**src/vpc_pkg.sv**
```systemverilog
// Constants and types shared by the voice playback control front end.
// Assumes a single 250 MHz system clock.
package vpc_pkg;

  // Clock and timing
  localparam int unsigned CLK_PERIOD_PS   = 4000;
  localparam longint     T_DEBOUNCE_PS   = 64'd10_000_000_000;
  localparam longint     T_FRAME_LOW_PS  = 64'd5_000_000_000;
  localparam longint     T_POWER_UP_PS   = 64'd17_000_000_000;
  localparam longint     T_BUSY_RESP_PS  = 64'd20_000_000_000;
  // Debounce is a least time, so round up
  localparam int unsigned DEBOUNCE_CYC    = int'((T_DEBOUNCE_PS + CLK_PERIOD_PS - 1) / CLK_PERIOD_PS);
  // Sync low accepted from half the nominal frame low time, rounded down
  localparam int unsigned SYNC_MIN_CYC    = int'((T_FRAME_LOW_PS / 2) / CLK_PERIOD_PS);

  // Widths
  localparam int unsigned DEB_W           = 22;
  localparam int unsigned OW_W            = 20;
  localparam logic [OW_W-1:0] OW_CNT_MAX  = 20'hFFFFF;

  // Command byte map
  localparam logic [7:0] SEG_FIRST        = 8'h00;
  localparam logic [7:0] SEG_LAST         = 8'hDB;
  localparam logic [7:0] VOL_FIRST        = 8'hE0;
  localparam logic [7:0] VOL_LAST         = 8'hE7;
  localparam logic [7:0] CMD_LOOP         = 8'hF2;
  localparam logic [7:0] CMD_STOP         = 8'hFE;
  localparam logic [2:0] VOL_RESET        = 3'h7;

  // Owner of the current playback; serial commands use the code above the buttons
  localparam logic [1:0] OWN_SERIAL       = 2'h3;

  typedef enum logic [1:0] {
    CM_BUTTON = 2'h0,
    CM_ONE    = 2'h1,
    CM_THREE  = 2'h2
  } vpc_ctrl_e;

  typedef enum logic [3:0] {
    TM_NONE       = 4'h0,
    TM_REP_EDGE   = 4'h1,
    TM_NOREP_EDGE = 4'h2,
    TM_LOOP_LVL   = 4'h3,
    TM_ONCE_LVL   = 4'h4,
    TM_NM_LOOP    = 4'h5,
    TM_PLAY_STOP  = 4'h6,
    TM_NEXT_NW    = 4'h7,
    TM_PREV_NW    = 4'h8,
    TM_NEXT_W     = 4'h9,
    TM_PREV_W     = 4'hA,
    TM_PAUSE      = 4'hB,
    TM_STOP       = 4'hC
  } vpc_trig_e;

  typedef enum logic [1:0] {
    ST_IDLE  = 2'b00,
    ST_PLAY  = 2'b01,
    ST_PAUSE = 2'b11
  } vpc_play_e;

  typedef enum logic [1:0] {
    OW_IDLE = 2'b00,
    OW_SYNC = 2'b01,
    OW_HI   = 2'b11,
    OW_LO   = 2'b10
  } vpc_ow_e;

endpackage

```
**src/vpc_ctrl.sv**
```systemverilog
// Voice playback control: buttons, one-wire and three-wire command front end.
// Assumes the playback engine pulses seg_end_i when a started segment finishes.
// How it works
// - repeating edge mode: every falling edge restarts the button's segment.
// - non-repeating edge mode: falling edges during playback are ignored.
// - looping level mode: replay while held low, stop on release.
// - single-shot level mode: play once while low, stop on release.
// - non-maintained loop: release does not cut; replay at end if still low.
// - play/stop mode: pulses alternately start and stop playback.
// - non-wrapping next: each pulse plays next segment, sticks at the last.
// - non-wrapping previous: each pulse plays previous segment, sticks at the first.
// - wrapping next: after the last segment wrap to the first.
// - wrapping previous: before the first segment wrap to the last.
// - pause mode: pulses toggle run and suspend; busy holds while suspended.
// - stop mode: a pulse halts playback, no effect when idle.
// - one-wire bit: high then low; long high is one, short high is zero.
// - serial bytes travel least significant bit first.
// - bytes 00H to DBH play that segment at once.
// - bytes E0H to E7H set volume, idle or playing.
// - F2H during playback makes the segment repeat.
// - FEH stops the segment playing.
// - busy responds within 20ms of a received byte.
// - three-wire mode ignores buttons; lines one, two, three carry data, select, clock.
// - button inputs are debounced for about 10ms.
// - three-wire data is sampled on rising clock, LSB first.
`timescale 1ns/100ps
`default_nettype none
module vpc_ctrl
  import vpc_pkg::*;
#(
  parameter int unsigned DEB_CYC  = DEBOUNCE_CYC,
  parameter int unsigned SYNC_CYC = SYNC_MIN_CYC
) (
  // Clock and reset
  input  wire logic       clock_i,
  input  wire logic       rst_i,
  // Configuration
  input  wire logic [1:0] ctrl_mode_i,
  input  wire logic [3:0] trig_mode_a_i,
  input  wire logic [3:0] trig_mode_b_i,
  input  wire logic [3:0] trig_mode_c_i,
  // Port lines
  input  wire logic       port_line_zero_i,
  input  wire logic       port_line_one_i,
  input  wire logic       port_line_two_i,
  input  wire logic       port_line_three_i,
  // Playback engine
  input  wire logic       seg_end_i,
  output logic            play_start_o,
  output logic [7:0]      seg_o,
  output logic            paused_o,
  output logic            loop_o,
  output logic [2:0]      volume_o,
  output logic            busy_o
);

  ////////////////////////////////////////////////////////////////////////////
  // Pin synchronisers: a change counts once the second and third stages agree
  logic [3:0] pin_w;
  logic [3:0] s1_q, s2_q, s3_q, lvl_q;
  assign pin_w = {port_line_three_i, port_line_two_i, port_line_one_i, port_line_zero_i};

  for (genvar p = 0; p < 4; p++) begin : g_sync
    logic lvl_d;
    always_comb begin
      lvl_d = (s2_q[p] == s3_q[p]) ? s3_q[p] : lvl_q[p];
    end
    always_ff @(posedge clock_i or posedge rst_i) begin
      if (rst_i) begin
        s1_q[p]  <= 1'b1;
        s2_q[p]  <= 1'b1;
        s3_q[p]  <= 1'b1;
        lvl_q[p] <= 1'b1;
      end else begin
        s1_q[p]  <= pin_w[p];
        s2_q[p]  <= s1_q[p];
        s3_q[p]  <= s2_q[p];
        lvl_q[p] <= lvl_d;
      end
    end
  end

  ////////////////////////////////////////////////////////////////////////////
  // Button debounce and edge detection
  logic [2:0]       deb_q, deb_p_q, fall_w, rise_w;
  logic [DEB_W-1:0] db_cnt_q [3];

  for (genvar k = 0; k < 3; k++) begin : g_deb
    logic [DEB_W-1:0] cnt_d;
    logic             deb_d;
    always_comb begin
      cnt_d = '0;
      deb_d = deb_q[k];
      if (lvl_q[k] != deb_q[k]) begin
        if (db_cnt_q[k] == DEB_W'(DEB_CYC - 1)) begin
          deb_d = lvl_q[k];
        end else begin
          cnt_d = db_cnt_q[k] + 1'b1;
        end
      end
    end
    always_ff @(posedge clock_i or posedge rst_i) begin
      if (rst_i) begin
        db_cnt_q[k] <= '0;
        deb_q[k]    <= 1'b1;
        deb_p_q[k]  <= 1'b1;
      end else begin
        db_cnt_q[k] <= cnt_d;
        deb_q[k]    <= deb_d;
        deb_p_q[k]  <= deb_q[k];
      end
    end
    // Buttons are dead in three-wire mode
    assign fall_w[k] = deb_p_q[k] & ~deb_q[k] & (ctrl_mode_i != CM_THREE);
    assign rise_w[k] = ~deb_p_q[k] & deb_q[k] & (ctrl_mode_i != CM_THREE);
  end

  ////////////////////////////////////////////////////////////////////////////
  // Serial receivers: one-wire pulse width and three-wire clocked
  vpc_ow_e        ow_st_q, ow_st_d;
  logic [OW_W-1:0] ow_cnt_q, ow_cnt_d, ow_hi_q, ow_hi_d;
  logic           ow_p_q, tw_clk_p_q;
  logic [7:0]     sh_q, sh_d;
  logic [2:0]     nbit_q, nbit_d;
  logic           rx_vld_q, rx_vld_d;
  logic [7:0]     rx_byte_q, rx_byte_d;
  logic           ow_rise, ow_fall, tw_rise;

  assign ow_rise = ~ow_p_q & lvl_q[3];
  assign ow_fall = ow_p_q & ~lvl_q[3];
  assign tw_rise = ~tw_clk_p_q & lvl_q[3];

  always_comb begin
    ow_st_d   = ow_st_q;
    ow_cnt_d  = (ow_cnt_q == OW_CNT_MAX) ? ow_cnt_q : ow_cnt_q + 1'b1;
    ow_hi_d   = ow_hi_q;
    sh_d      = sh_q;
    nbit_d    = nbit_q;
    rx_vld_d  = 1'b0;
    rx_byte_d = rx_byte_q;
    if (ctrl_mode_i == CM_ONE) begin
      case (ow_st_q)
        OW_IDLE: begin
          if (ow_fall) begin
            ow_st_d  = OW_SYNC;
            ow_cnt_d = '0;
          end
        end
        OW_SYNC: begin
          if (ow_rise) begin
            ow_st_d  = (ow_cnt_q >= OW_W'(SYNC_CYC)) ? OW_HI : OW_IDLE;
            ow_cnt_d = '0;
            nbit_d   = '0;
          end
        end
        OW_HI: begin
          if (ow_fall) begin
            ow_hi_d  = ow_cnt_q;
            ow_cnt_d = '0;
            ow_st_d  = OW_LO;
          end else if (ow_cnt_q >= OW_W'(SYNC_CYC)) begin
            ow_st_d = OW_IDLE;
          end
        end
        OW_LO: begin
          if (ow_rise) begin
            sh_d     = {(ow_hi_q > ow_cnt_q), sh_q[7:1]};
            nbit_d   = nbit_q + 1'b1;
            ow_cnt_d = '0;
            ow_st_d  = OW_HI;
            if (nbit_q == 3'h7) begin
              rx_vld_d  = 1'b1;
              rx_byte_d = {(ow_hi_q > ow_cnt_q), sh_q[7:1]};
              ow_st_d   = OW_IDLE;
            end
          end else if (ow_cnt_q >= OW_W'(SYNC_CYC)) begin
            // A long low is the next frame's start
            ow_st_d = OW_SYNC;
          end
        end
        default: ow_st_d = OW_IDLE;
      endcase
    end else begin
      ow_st_d = OW_IDLE;
      if (ctrl_mode_i == CM_THREE) begin
        if (lvl_q[2]) begin
          nbit_d = '0;
        end else if (tw_rise) begin
          sh_d   = {lvl_q[1], sh_q[7:1]};
          nbit_d = nbit_q + 1'b1;
          if (nbit_q == 3'h7) begin
            rx_vld_d  = 1'b1;
            rx_byte_d = {lvl_q[1], sh_q[7:1]};
          end
        end
      end
    end
  end

  always_ff @(posedge clock_i or posedge rst_i) begin
    if (rst_i) begin
      ow_st_q    <= OW_IDLE;
      ow_cnt_q   <= '0;
      ow_hi_q    <= '0;
      ow_p_q     <= 1'b1;
      tw_clk_p_q <= 1'b1;
      sh_q       <= '0;
      nbit_q     <= '0;
      rx_vld_q   <= 1'b0;
      rx_byte_q  <= '0;
    end else begin
      ow_st_q    <= ow_st_d;
      ow_cnt_q   <= ow_cnt_d;
      ow_hi_q    <= ow_hi_d;
      ow_p_q     <= lvl_q[3];
      tw_clk_p_q <= lvl_q[3];
      sh_q       <= sh_d;
      nbit_q     <= nbit_d;
      rx_vld_q   <= rx_vld_d;
      rx_byte_q  <= rx_byte_d;
    end
  end

  ////////////////////////////////////////////////////////////////////////////
  // Playback control
  vpc_play_e  st_q, st_d;
  logic [7:0] seg_q, seg_d, sel_q, sel_d, nxt;
  logic [1:0] own_q, own_d;
  logic       loop_q, loop_d, start_q, start_d, selv_q, selv_d;
  logic [2:0] vol_q, vol_d;
  logic       go, halt;
  logic [7:0] go_seg;
  logic [1:0] go_own;
  vpc_trig_e  tm [3];

  assign tm[0] = vpc_trig_e'(trig_mode_a_i);
  assign tm[1] = vpc_trig_e'(trig_mode_b_i);
  assign tm[2] = vpc_trig_e'(trig_mode_c_i);

  always_comb begin
    st_d = st_q; seg_d = seg_q; own_d = own_q; loop_d = loop_q; vol_d = vol_q;
    sel_d = sel_q; selv_d = selv_q; start_d = 1'b0;
    go = 1'b0; halt = 1'b0; go_seg = seg_q; go_own = own_q; nxt = sel_q;
    if (seg_end_i && st_q == ST_PLAY) begin
      if (loop_q || (own_q != OWN_SERIAL && !deb_q[own_q] &&
          (tm[own_q] == TM_LOOP_LVL || tm[own_q] == TM_NM_LOOP))) begin
        start_d = 1'b1;
      end else begin
        st_d = ST_IDLE;
      end
    end
    for (int k = 0; k < 3; k++) begin
      if (rise_w[k] && own_q == 2'(k) && st_q != ST_IDLE &&
          (tm[k] == TM_LOOP_LVL || tm[k] == TM_ONCE_LVL)) begin
        halt = 1'b1;
      end
      if (fall_w[k]) begin
        case (tm[k])
          TM_REP_EDGE, TM_LOOP_LVL, TM_ONCE_LVL, TM_NM_LOOP: begin
            go = 1'b1; go_seg = 8'(k); go_own = 2'(k); halt = 1'b0;
          end
          TM_NOREP_EDGE: begin
            if (st_q == ST_IDLE) begin
              go = 1'b1; go_seg = 8'(k); go_own = 2'(k);
            end
          end
          TM_PLAY_STOP: begin
            if (st_q == ST_IDLE) begin
              go = 1'b1; go_seg = 8'(k); go_own = 2'(k);
            end else begin
              halt = 1'b1;
            end
          end
          TM_NEXT_NW, TM_PREV_NW, TM_NEXT_W, TM_PREV_W: begin
            case (tm[k])
              TM_NEXT_NW: nxt = !selv_d ? SEG_FIRST : (sel_d < SEG_LAST) ? sel_d + 1'b1 : sel_d;
              TM_PREV_NW: nxt = !selv_d ? SEG_LAST : (sel_d > SEG_FIRST) ? sel_d - 1'b1 : sel_d;
              TM_NEXT_W:  nxt = (!selv_d || sel_d == SEG_LAST) ? SEG_FIRST : sel_d + 1'b1;
              default:    nxt = (!selv_d || sel_d == SEG_FIRST) ? SEG_LAST : sel_d - 1'b1;
            endcase
            sel_d = nxt; selv_d = 1'b1;
            go = 1'b1; go_seg = nxt; go_own = 2'(k);
          end
          TM_PAUSE: begin
            if (st_q == ST_IDLE) begin
              go = 1'b1; go_seg = 8'(k); go_own = 2'(k);
            end else begin
              st_d = (st_q == ST_PLAY) ? ST_PAUSE : ST_PLAY;
            end
          end
          TM_STOP: begin
            if (st_q != ST_IDLE) begin
              halt = 1'b1;
            end
          end
          default: ;
        endcase
      end
    end
    if (halt) begin
      st_d = ST_IDLE; loop_d = 1'b0; start_d = 1'b0;
    end
    if (go) begin
      st_d = ST_PLAY; seg_d = go_seg; own_d = go_own; loop_d = 1'b0; start_d = 1'b1;
    end
    // Serial commands take priority over buttons in the same cycle
    if (rx_vld_q) begin
      if (rx_byte_q <= SEG_LAST) begin
        st_d = ST_PLAY; seg_d = rx_byte_q; own_d = OWN_SERIAL;
        loop_d = 1'b0; start_d = 1'b1;
      end else if (rx_byte_q >= VOL_FIRST && rx_byte_q <= VOL_LAST) begin
        vol_d = rx_byte_q[2:0];
      end else if (rx_byte_q == CMD_LOOP) begin
        if (st_q == ST_PLAY) begin
          loop_d = 1'b1;
        end
      end else if (rx_byte_q == CMD_STOP) begin
        st_d = ST_IDLE; loop_d = 1'b0; start_d = 1'b0;
      end
      // Any other value falls through untouched
    end
  end

  always_ff @(posedge clock_i or posedge rst_i) begin
    if (rst_i) begin
      st_q <= ST_IDLE; seg_q <= '0; own_q <= OWN_SERIAL; loop_q <= 1'b0;
      vol_q <= VOL_RESET; start_q <= 1'b0; sel_q <= '0; selv_q <= 1'b0;
    end else begin
      st_q <= st_d; seg_q <= seg_d; own_q <= own_d; loop_q <= loop_d;
      vol_q <= vol_d; start_q <= start_d; sel_q <= sel_d; selv_q <= selv_d;
    end
  end

  assign play_start_o = start_q;
  assign seg_o        = seg_q;
  assign paused_o     = (st_q == ST_PAUSE);
  assign loop_o       = loop_q;
  assign volume_o     = vol_q;
  assign busy_o       = (st_q != ST_IDLE);

  ////////////////////////////////////////////////////////////////////////////
  // Assertions
  logic rx_bad;
  assign rx_bad = rx_vld_q && rx_byte_q > SEG_LAST && rx_byte_q != CMD_LOOP && rx_byte_q != CMD_STOP &&
                  !(rx_byte_q >= VOL_FIRST && rx_byte_q <= VOL_LAST);

  property p_seg_play;
    @(posedge clock_i) disable iff (rst_i)
    rx_vld_q && rx_byte_q <= SEG_LAST |=> play_start_o && seg_o == $past(rx_byte_q);
  endproperty
  a_seg_play: assert property (p_seg_play) else $error("segment byte did not start playback");

  property p_volume;
    @(posedge clock_i) disable iff (rst_i)
    rx_vld_q && rx_byte_q >= VOL_FIRST && rx_byte_q <= VOL_LAST |=> volume_o == $past(rx_byte_q[2:0]);
  endproperty
  a_volume: assert property (p_volume) else $error("volume byte not applied");

  property p_loop;
    @(posedge clock_i) disable iff (rst_i)
    rx_vld_q && rx_byte_q == CMD_LOOP && st_q == ST_PLAY |=> loop_o;
  endproperty
  a_loop: assert property (p_loop) else $error("loop byte not applied");

  property p_stop;
    @(posedge clock_i) disable iff (rst_i)
    rx_vld_q && rx_byte_q == CMD_STOP |=> !busy_o && !play_start_o;
  endproperty
  a_stop: assert property (p_stop) else $error("stop byte did not stop");

  property p_busy_resp;
    @(posedge clock_i) disable iff (rst_i)
    rx_vld_q && rx_byte_q <= SEG_LAST |=> busy_o [*2];
  endproperty
  a_busy_resp: assert property (p_busy_resp) else $error("busy did not follow a play byte");

  property p_discard;
    @(posedge clock_i) disable iff (rst_i)
    rx_bad && !seg_end_i && fall_w == 3'h0 && rise_w == 3'h0 |=> $stable(st_q) && $stable(seg_o) && $stable(volume_o);
  endproperty
  a_discard: assert property (p_discard) else $error("unknown byte changed state");

  property p_three_wire;
    @(posedge clock_i) disable iff (rst_i)
    ctrl_mode_i == CM_THREE && !busy_o && !rx_vld_q |=> !busy_o && !play_start_o;
  endproperty
  a_three_wire: assert property (p_three_wire) else $error("playback started without a byte");

  property p_pause_busy;
    @(posedge clock_i) disable iff (rst_i)
    $rose(paused_o) |-> busy_o && $past(busy_o);
  endproperty
  a_pause_busy: assert property (p_pause_busy) else $error("busy dropped on pause");

  property p_debounce;
    @(posedge clock_i) disable iff (rst_i)
    $changed(deb_q[0]) |-> $past(db_cnt_q[0]) == DEB_W'(DEB_CYC - 1);
  endproperty
  a_debounce: assert property (p_debounce) else $error("button changed before filter time");

  c_serial_play: cover property (@(posedge clock_i) disable iff (rst_i) rx_vld_q && rx_byte_q <= SEG_LAST);
  c_volume:      cover property (@(posedge clock_i) disable iff (rst_i) rx_vld_q && rx_byte_q == VOL_FIRST);
  c_pause:       cover property (@(posedge clock_i) disable iff (rst_i) $rose(paused_o));
  c_btn_play:    cover property (@(posedge clock_i) disable iff (rst_i) |fall_w ##1 play_start_o);

endmodule
`default_nettype wire

```
**config.mk**
```make
export PLATFORM = sky130hd
export DESIGN_NAME = vpc_ctrl
export DESIGN_NICKNAME = d
export VERILOG_FILES = /design/src/vpc_pkg.sv /design/src/vpc_ctrl.sv
export SDC_FILE = /design/constraint.sdc
export NUM_CORES = 1
export LEC_CHECK = 0
export BUFFER_PORTS_ARGS = -buffer_cell sky130_fd_sc_hd__buf_4
export CORE_MARGIN = 4
export CORE_UTILIZATION = 65
export DETAILED_ROUTE_END_ITERATION = 6
export GPL_TIMING_DRIVEN = 0
export PLACE_DENSITY = 0.92
export SYNTH_ARGS = -nofsm -noshare
export SYNTH_HDL_FRONTEND = slang
export SYNTH_SLANG_ARGS = --single-unit
```
**constraint.sdc**
```tcl
create_clock -name clock_i -period 12.4 [get_ports clock_i]
set_input_delay 2.48 -clock clock_i [delete_from_list [all_inputs] [get_ports clock_i]]
set_output_delay 2.48 -clock clock_i [all_outputs]
set_load 0.005 [all_outputs]
```
==> results_dict.tcl <==
set metrics [dict create \
    place.gp.congestion 1.00 \
    worst_slew_pin_slew_ns 1.08 \
    power.density_nw_per_um2 102 \
    yosysTopAreaCellShare_pct 31.1 \
    stdcell_count 1680 \
    cp-end-kind "flip-flop" \
    avgSynthCellArea_um2 8.59 \
    grt_overflow 0 \
    cts_sinks 176 \
    crit_type "in -> reg" \
    cts_root_buf "clkbuf_16" \
    synth_compound_area_share_pct 20.1 \
    wire_per_inst_um 19.9 \
    fp.dieW_um 143 \
    synth_area_um2 11900 \
    die_area_um2 20500 \
    seq_area_frac_synth_pct 37.3 \
    fin_util_pct 72.5 \
    insertion_delay_ns 0.44 \
    final_common_cell "nor2_1" \
    synth.distinct_cells 95 \
    fin_skew_ns 0.0104 \
    finalCritPeriodShare_pct 70.0 \
    fmax_mhz 115 \
    antenna_found_initial 0 \
    synth_mux_area_share_pct 2.73 \
    final.min_clock_period_ns 8.68 \
    start_util_pct 66.3 \
    syn_inst 1385 \
    ys.flop_type "dfrtp_1" \
    crit_arrival_ns 8.99 \
    yosys.area_share.simple_pct 24.8 \
    coreArea_um2 18000 \
    drc 0 \
    rsz0062_at_grt "false" \
    synth.area.top_cells "dfrtp_1 (31%), dfstp_2 (6.2%), nor2_1 (5.1%)" \
    n_antenna_cell 0 \
    die_h_um 143 \
    antenna_left 0 \
    ios 36 \
    setup_tns_ns 0 \
    routed-via-count 11400 \
    grt_pass1_wl_um 54700 \
    hold_violations 0 \
    synth_top_family_by_area "simple AND/OR/NAND/NOR gates" \
    crit_chain "buf_4 -> inv_1 -> ha_1 -> nor3b_1 -> nand2_1 -> clkbuf_1 -> o31a_1 -> nand2_1 -> ha_1 -> inv_1 -> a221oi_1 -> a21oi_1 -> o21ai_0 -> a221o_1 -> clkbuf_1 -> ha_1 -> inv_1 -> a21oi_1 -> nand4_1 -> o21ai_0 -> o21ai_1 -> a221o_1 -> a41o_1" \
    final_nets 1502 \
    synth_fa_ha_area_share_pct 4.75 \
    cts_tree "yes" \
    cts_resized 0 \
    post_cts_buffers 0 \
    power_uw 1330 \
    via_per_inst 6.79 \
    cts_buffer_depth 2 \
    place_inst 1649 \
    whs_ns 0.357 \
    cts-hold-fix-buffers 0 \
    hold_class "reg -> reg" \
    finalMaxSlewViolations 0 \
    grt_max_degree 100 \
    synth_nets 1448 \
    max_cap_violations 0 \
    ys_ff_latch 176 \
    setup_viol 0 \
    crit_fanout 10 \
    h-tree-depth 4 \
    p_leak_uw 0.00546 \
    drt_iter0_drc 1091 \
    async_flop_share_pct 100 \
    cpPeakStageDelay_ns 0.78 \
    grt_pass1_vias 11000 \
    drive_gt1_share_pct 10.8 \
    firstDrtPassIters 7 \
    max-slew-margin-rel_pct 27.1 \
    vdd_drop_max_v 0.000139 \
    dpl.hpwl_um 24400 \
    routed_wl_um 33400 \
    final_cell_mix "nor2_1 (161), dfrtp_1 (148), nand2_1 (133)" \
    status "complete, no violations" \
    cp-start-kind "input pin" \
    grt_usage_pct 33.0 \
    cts_made_buffers 17 \
    synth_top_cell_by_area "dfrtp_1" \
    num_rows 49 \
    synth_edf_count 0 \
    crit_required_ns 12.72 \
    numPortBuffers 34 \
    synth.yosys.warnings 0 \
    synth-xor-area-share_pct 6.55 \
    clkSlewWorstSetupHoldPaths_ns 0.07 \
    worst_path_max_delay_cell "nor3b_1" \
    areaGrowthSynthToFinish_pct 9.49 \
]
==> where the power goes <==
part | internal, µW | switching [µW]
Clock | 270 | 236
Sequential | 608 | 30.3
Combinational | 68.7 | 118
==> logic make-up (layout without fill, tap and decap cells) <==
kind of cell,after synthesis,after routing
simple gates,580,580
compound gates,353,353
flops,176,176
buf+inv,111,177
xor+xnor,89,89
fa+ha+maj,46,46
mux,30,30
==> path summary, 6_finish.rpt <==
path / start / endpoint / cells after the start / slack [ns]
worst min-delay path: s1_q[0]$_DFF_PP1_ / s2_q[0]$_DFF_PP1_ / 0 / 0.36
worst min register to register: s1_q[0]$_DFF_PP1_ / s2_q[0]$_DFF_PP1_ / 0 / 0.36
max in group asynchronous: rst_i / deb_p_q[0]$_DFF_PP1_ / 3 / 9.45
worst max register to register: sel_q[1]$_DFF_PP0_ / seg_o[2]$_DFF_PP0_ / 21 / 5.60
worst max-delay path: ctrl_mode_i[0] / seg_o[2]$_DFF_PP0_ / 23 / 3.72
min in group asynchronous: rst_i / ow_cnt_q[1]$_DFF_PP0_ / 2 / 2.09
==> stage by stage <==
step / instance area, µm² / setup WS (ns)
6_report: 13000 / 3.72
5_1_grt: 13000 / 3.32
4_1_cts: 13000 / 3.94
3_5_place_dp: 12500 / 3.56
3_3_place_gp: 12400 / 3.47
2_1_floorplan: 11900 / 5.19
==> worst max-delay path: cells and delay by family <==
family | cells | cell delay, ns
AO/OA/AOI/OAI | 10 | 3.05
AND/OR/NAND/NOR | 4 | 1.44
buffers and inverters | 6 | 1.06
adder cells (fa/ha/maj) | 3 | 0.96
==> cell usage after synthesis, types with 6 or more instances <==
cell / count
nor4_1: 18
nand3_1: 57
a211oi_1: 10
dfstp_2: 28
o22ai_1: 6
or2_2: 7
nor4b_1: 9
and2_1: 16
nor3b_1: 7
dfrtp_1: 148
and3_1: 25
xor2_1: 43
inv_1: 53
a2111oi_0: 6
o311ai_0: 8
or4_1: 6
ha_1: 42
or3_1: 21
nand2b_1: 14
o21ai_0: 87
a21oi_1: 75
o31ai_1: 8
mux2i_1: 10
a31oi_1: 23
nor3_1: 30
nand4_1: 29
clkbuf_1: 45
xnor2_1: 46
o21a_1: 11
mux2_2: 20
a22oi_1: 7
buf_2: 9
o211ai_1: 11
nor2b_1: 14
a221o_1: 7
and4_1: 11
a21o_1: 9
nor2_1: 161
nand2_1: 133
==> flip-flops by register name, indices dropped and copies added, names as in the netlist, 2 cells and up <==
| name | flops |
|---|---|
| own_q | 2 |
| s1_q | 4 |
| sh_q | 7 |
| db_cnt_q | 66 |
| nbit_q | 3 |
| volume_o | 3 |
| seg_o | 8 |
| lvl_q | 4 |
| ow_hi_q | 20 |
| deb_q | 3 |
| s2_q | 4 |
| ow_cnt_q | 20 |
| ow_st_q | 2 |
| s3_q | 4 |
| sel_q | 8 |
| st_q | 2 |
| rx_byte_q | 8 |
| deb_p_q | 3 |
==> routing by layer <==
metal / GRT usage [%] / part of all wire [%] / vias to the layer above
met5: 0 / 0 / -
met4: 13.6 / 3.8 / 0
met3: 4.89 / 8.4 / 105
met2: 54.7 / 48 / 649
met1: 43.9 / 40 / 5449
li1: - / - / 5199
==> final cells by class <==
type	count	area [µm²]
multi-input combinational	1098	7020
fill	1266	4930
sequential	176	4440
clock buffer	19	453
tap	229	287
timing repair buffer	35	283
buffer	57	240
inverter	54	210
clock inverter	12	100
(Power assumes the default switching activity.)
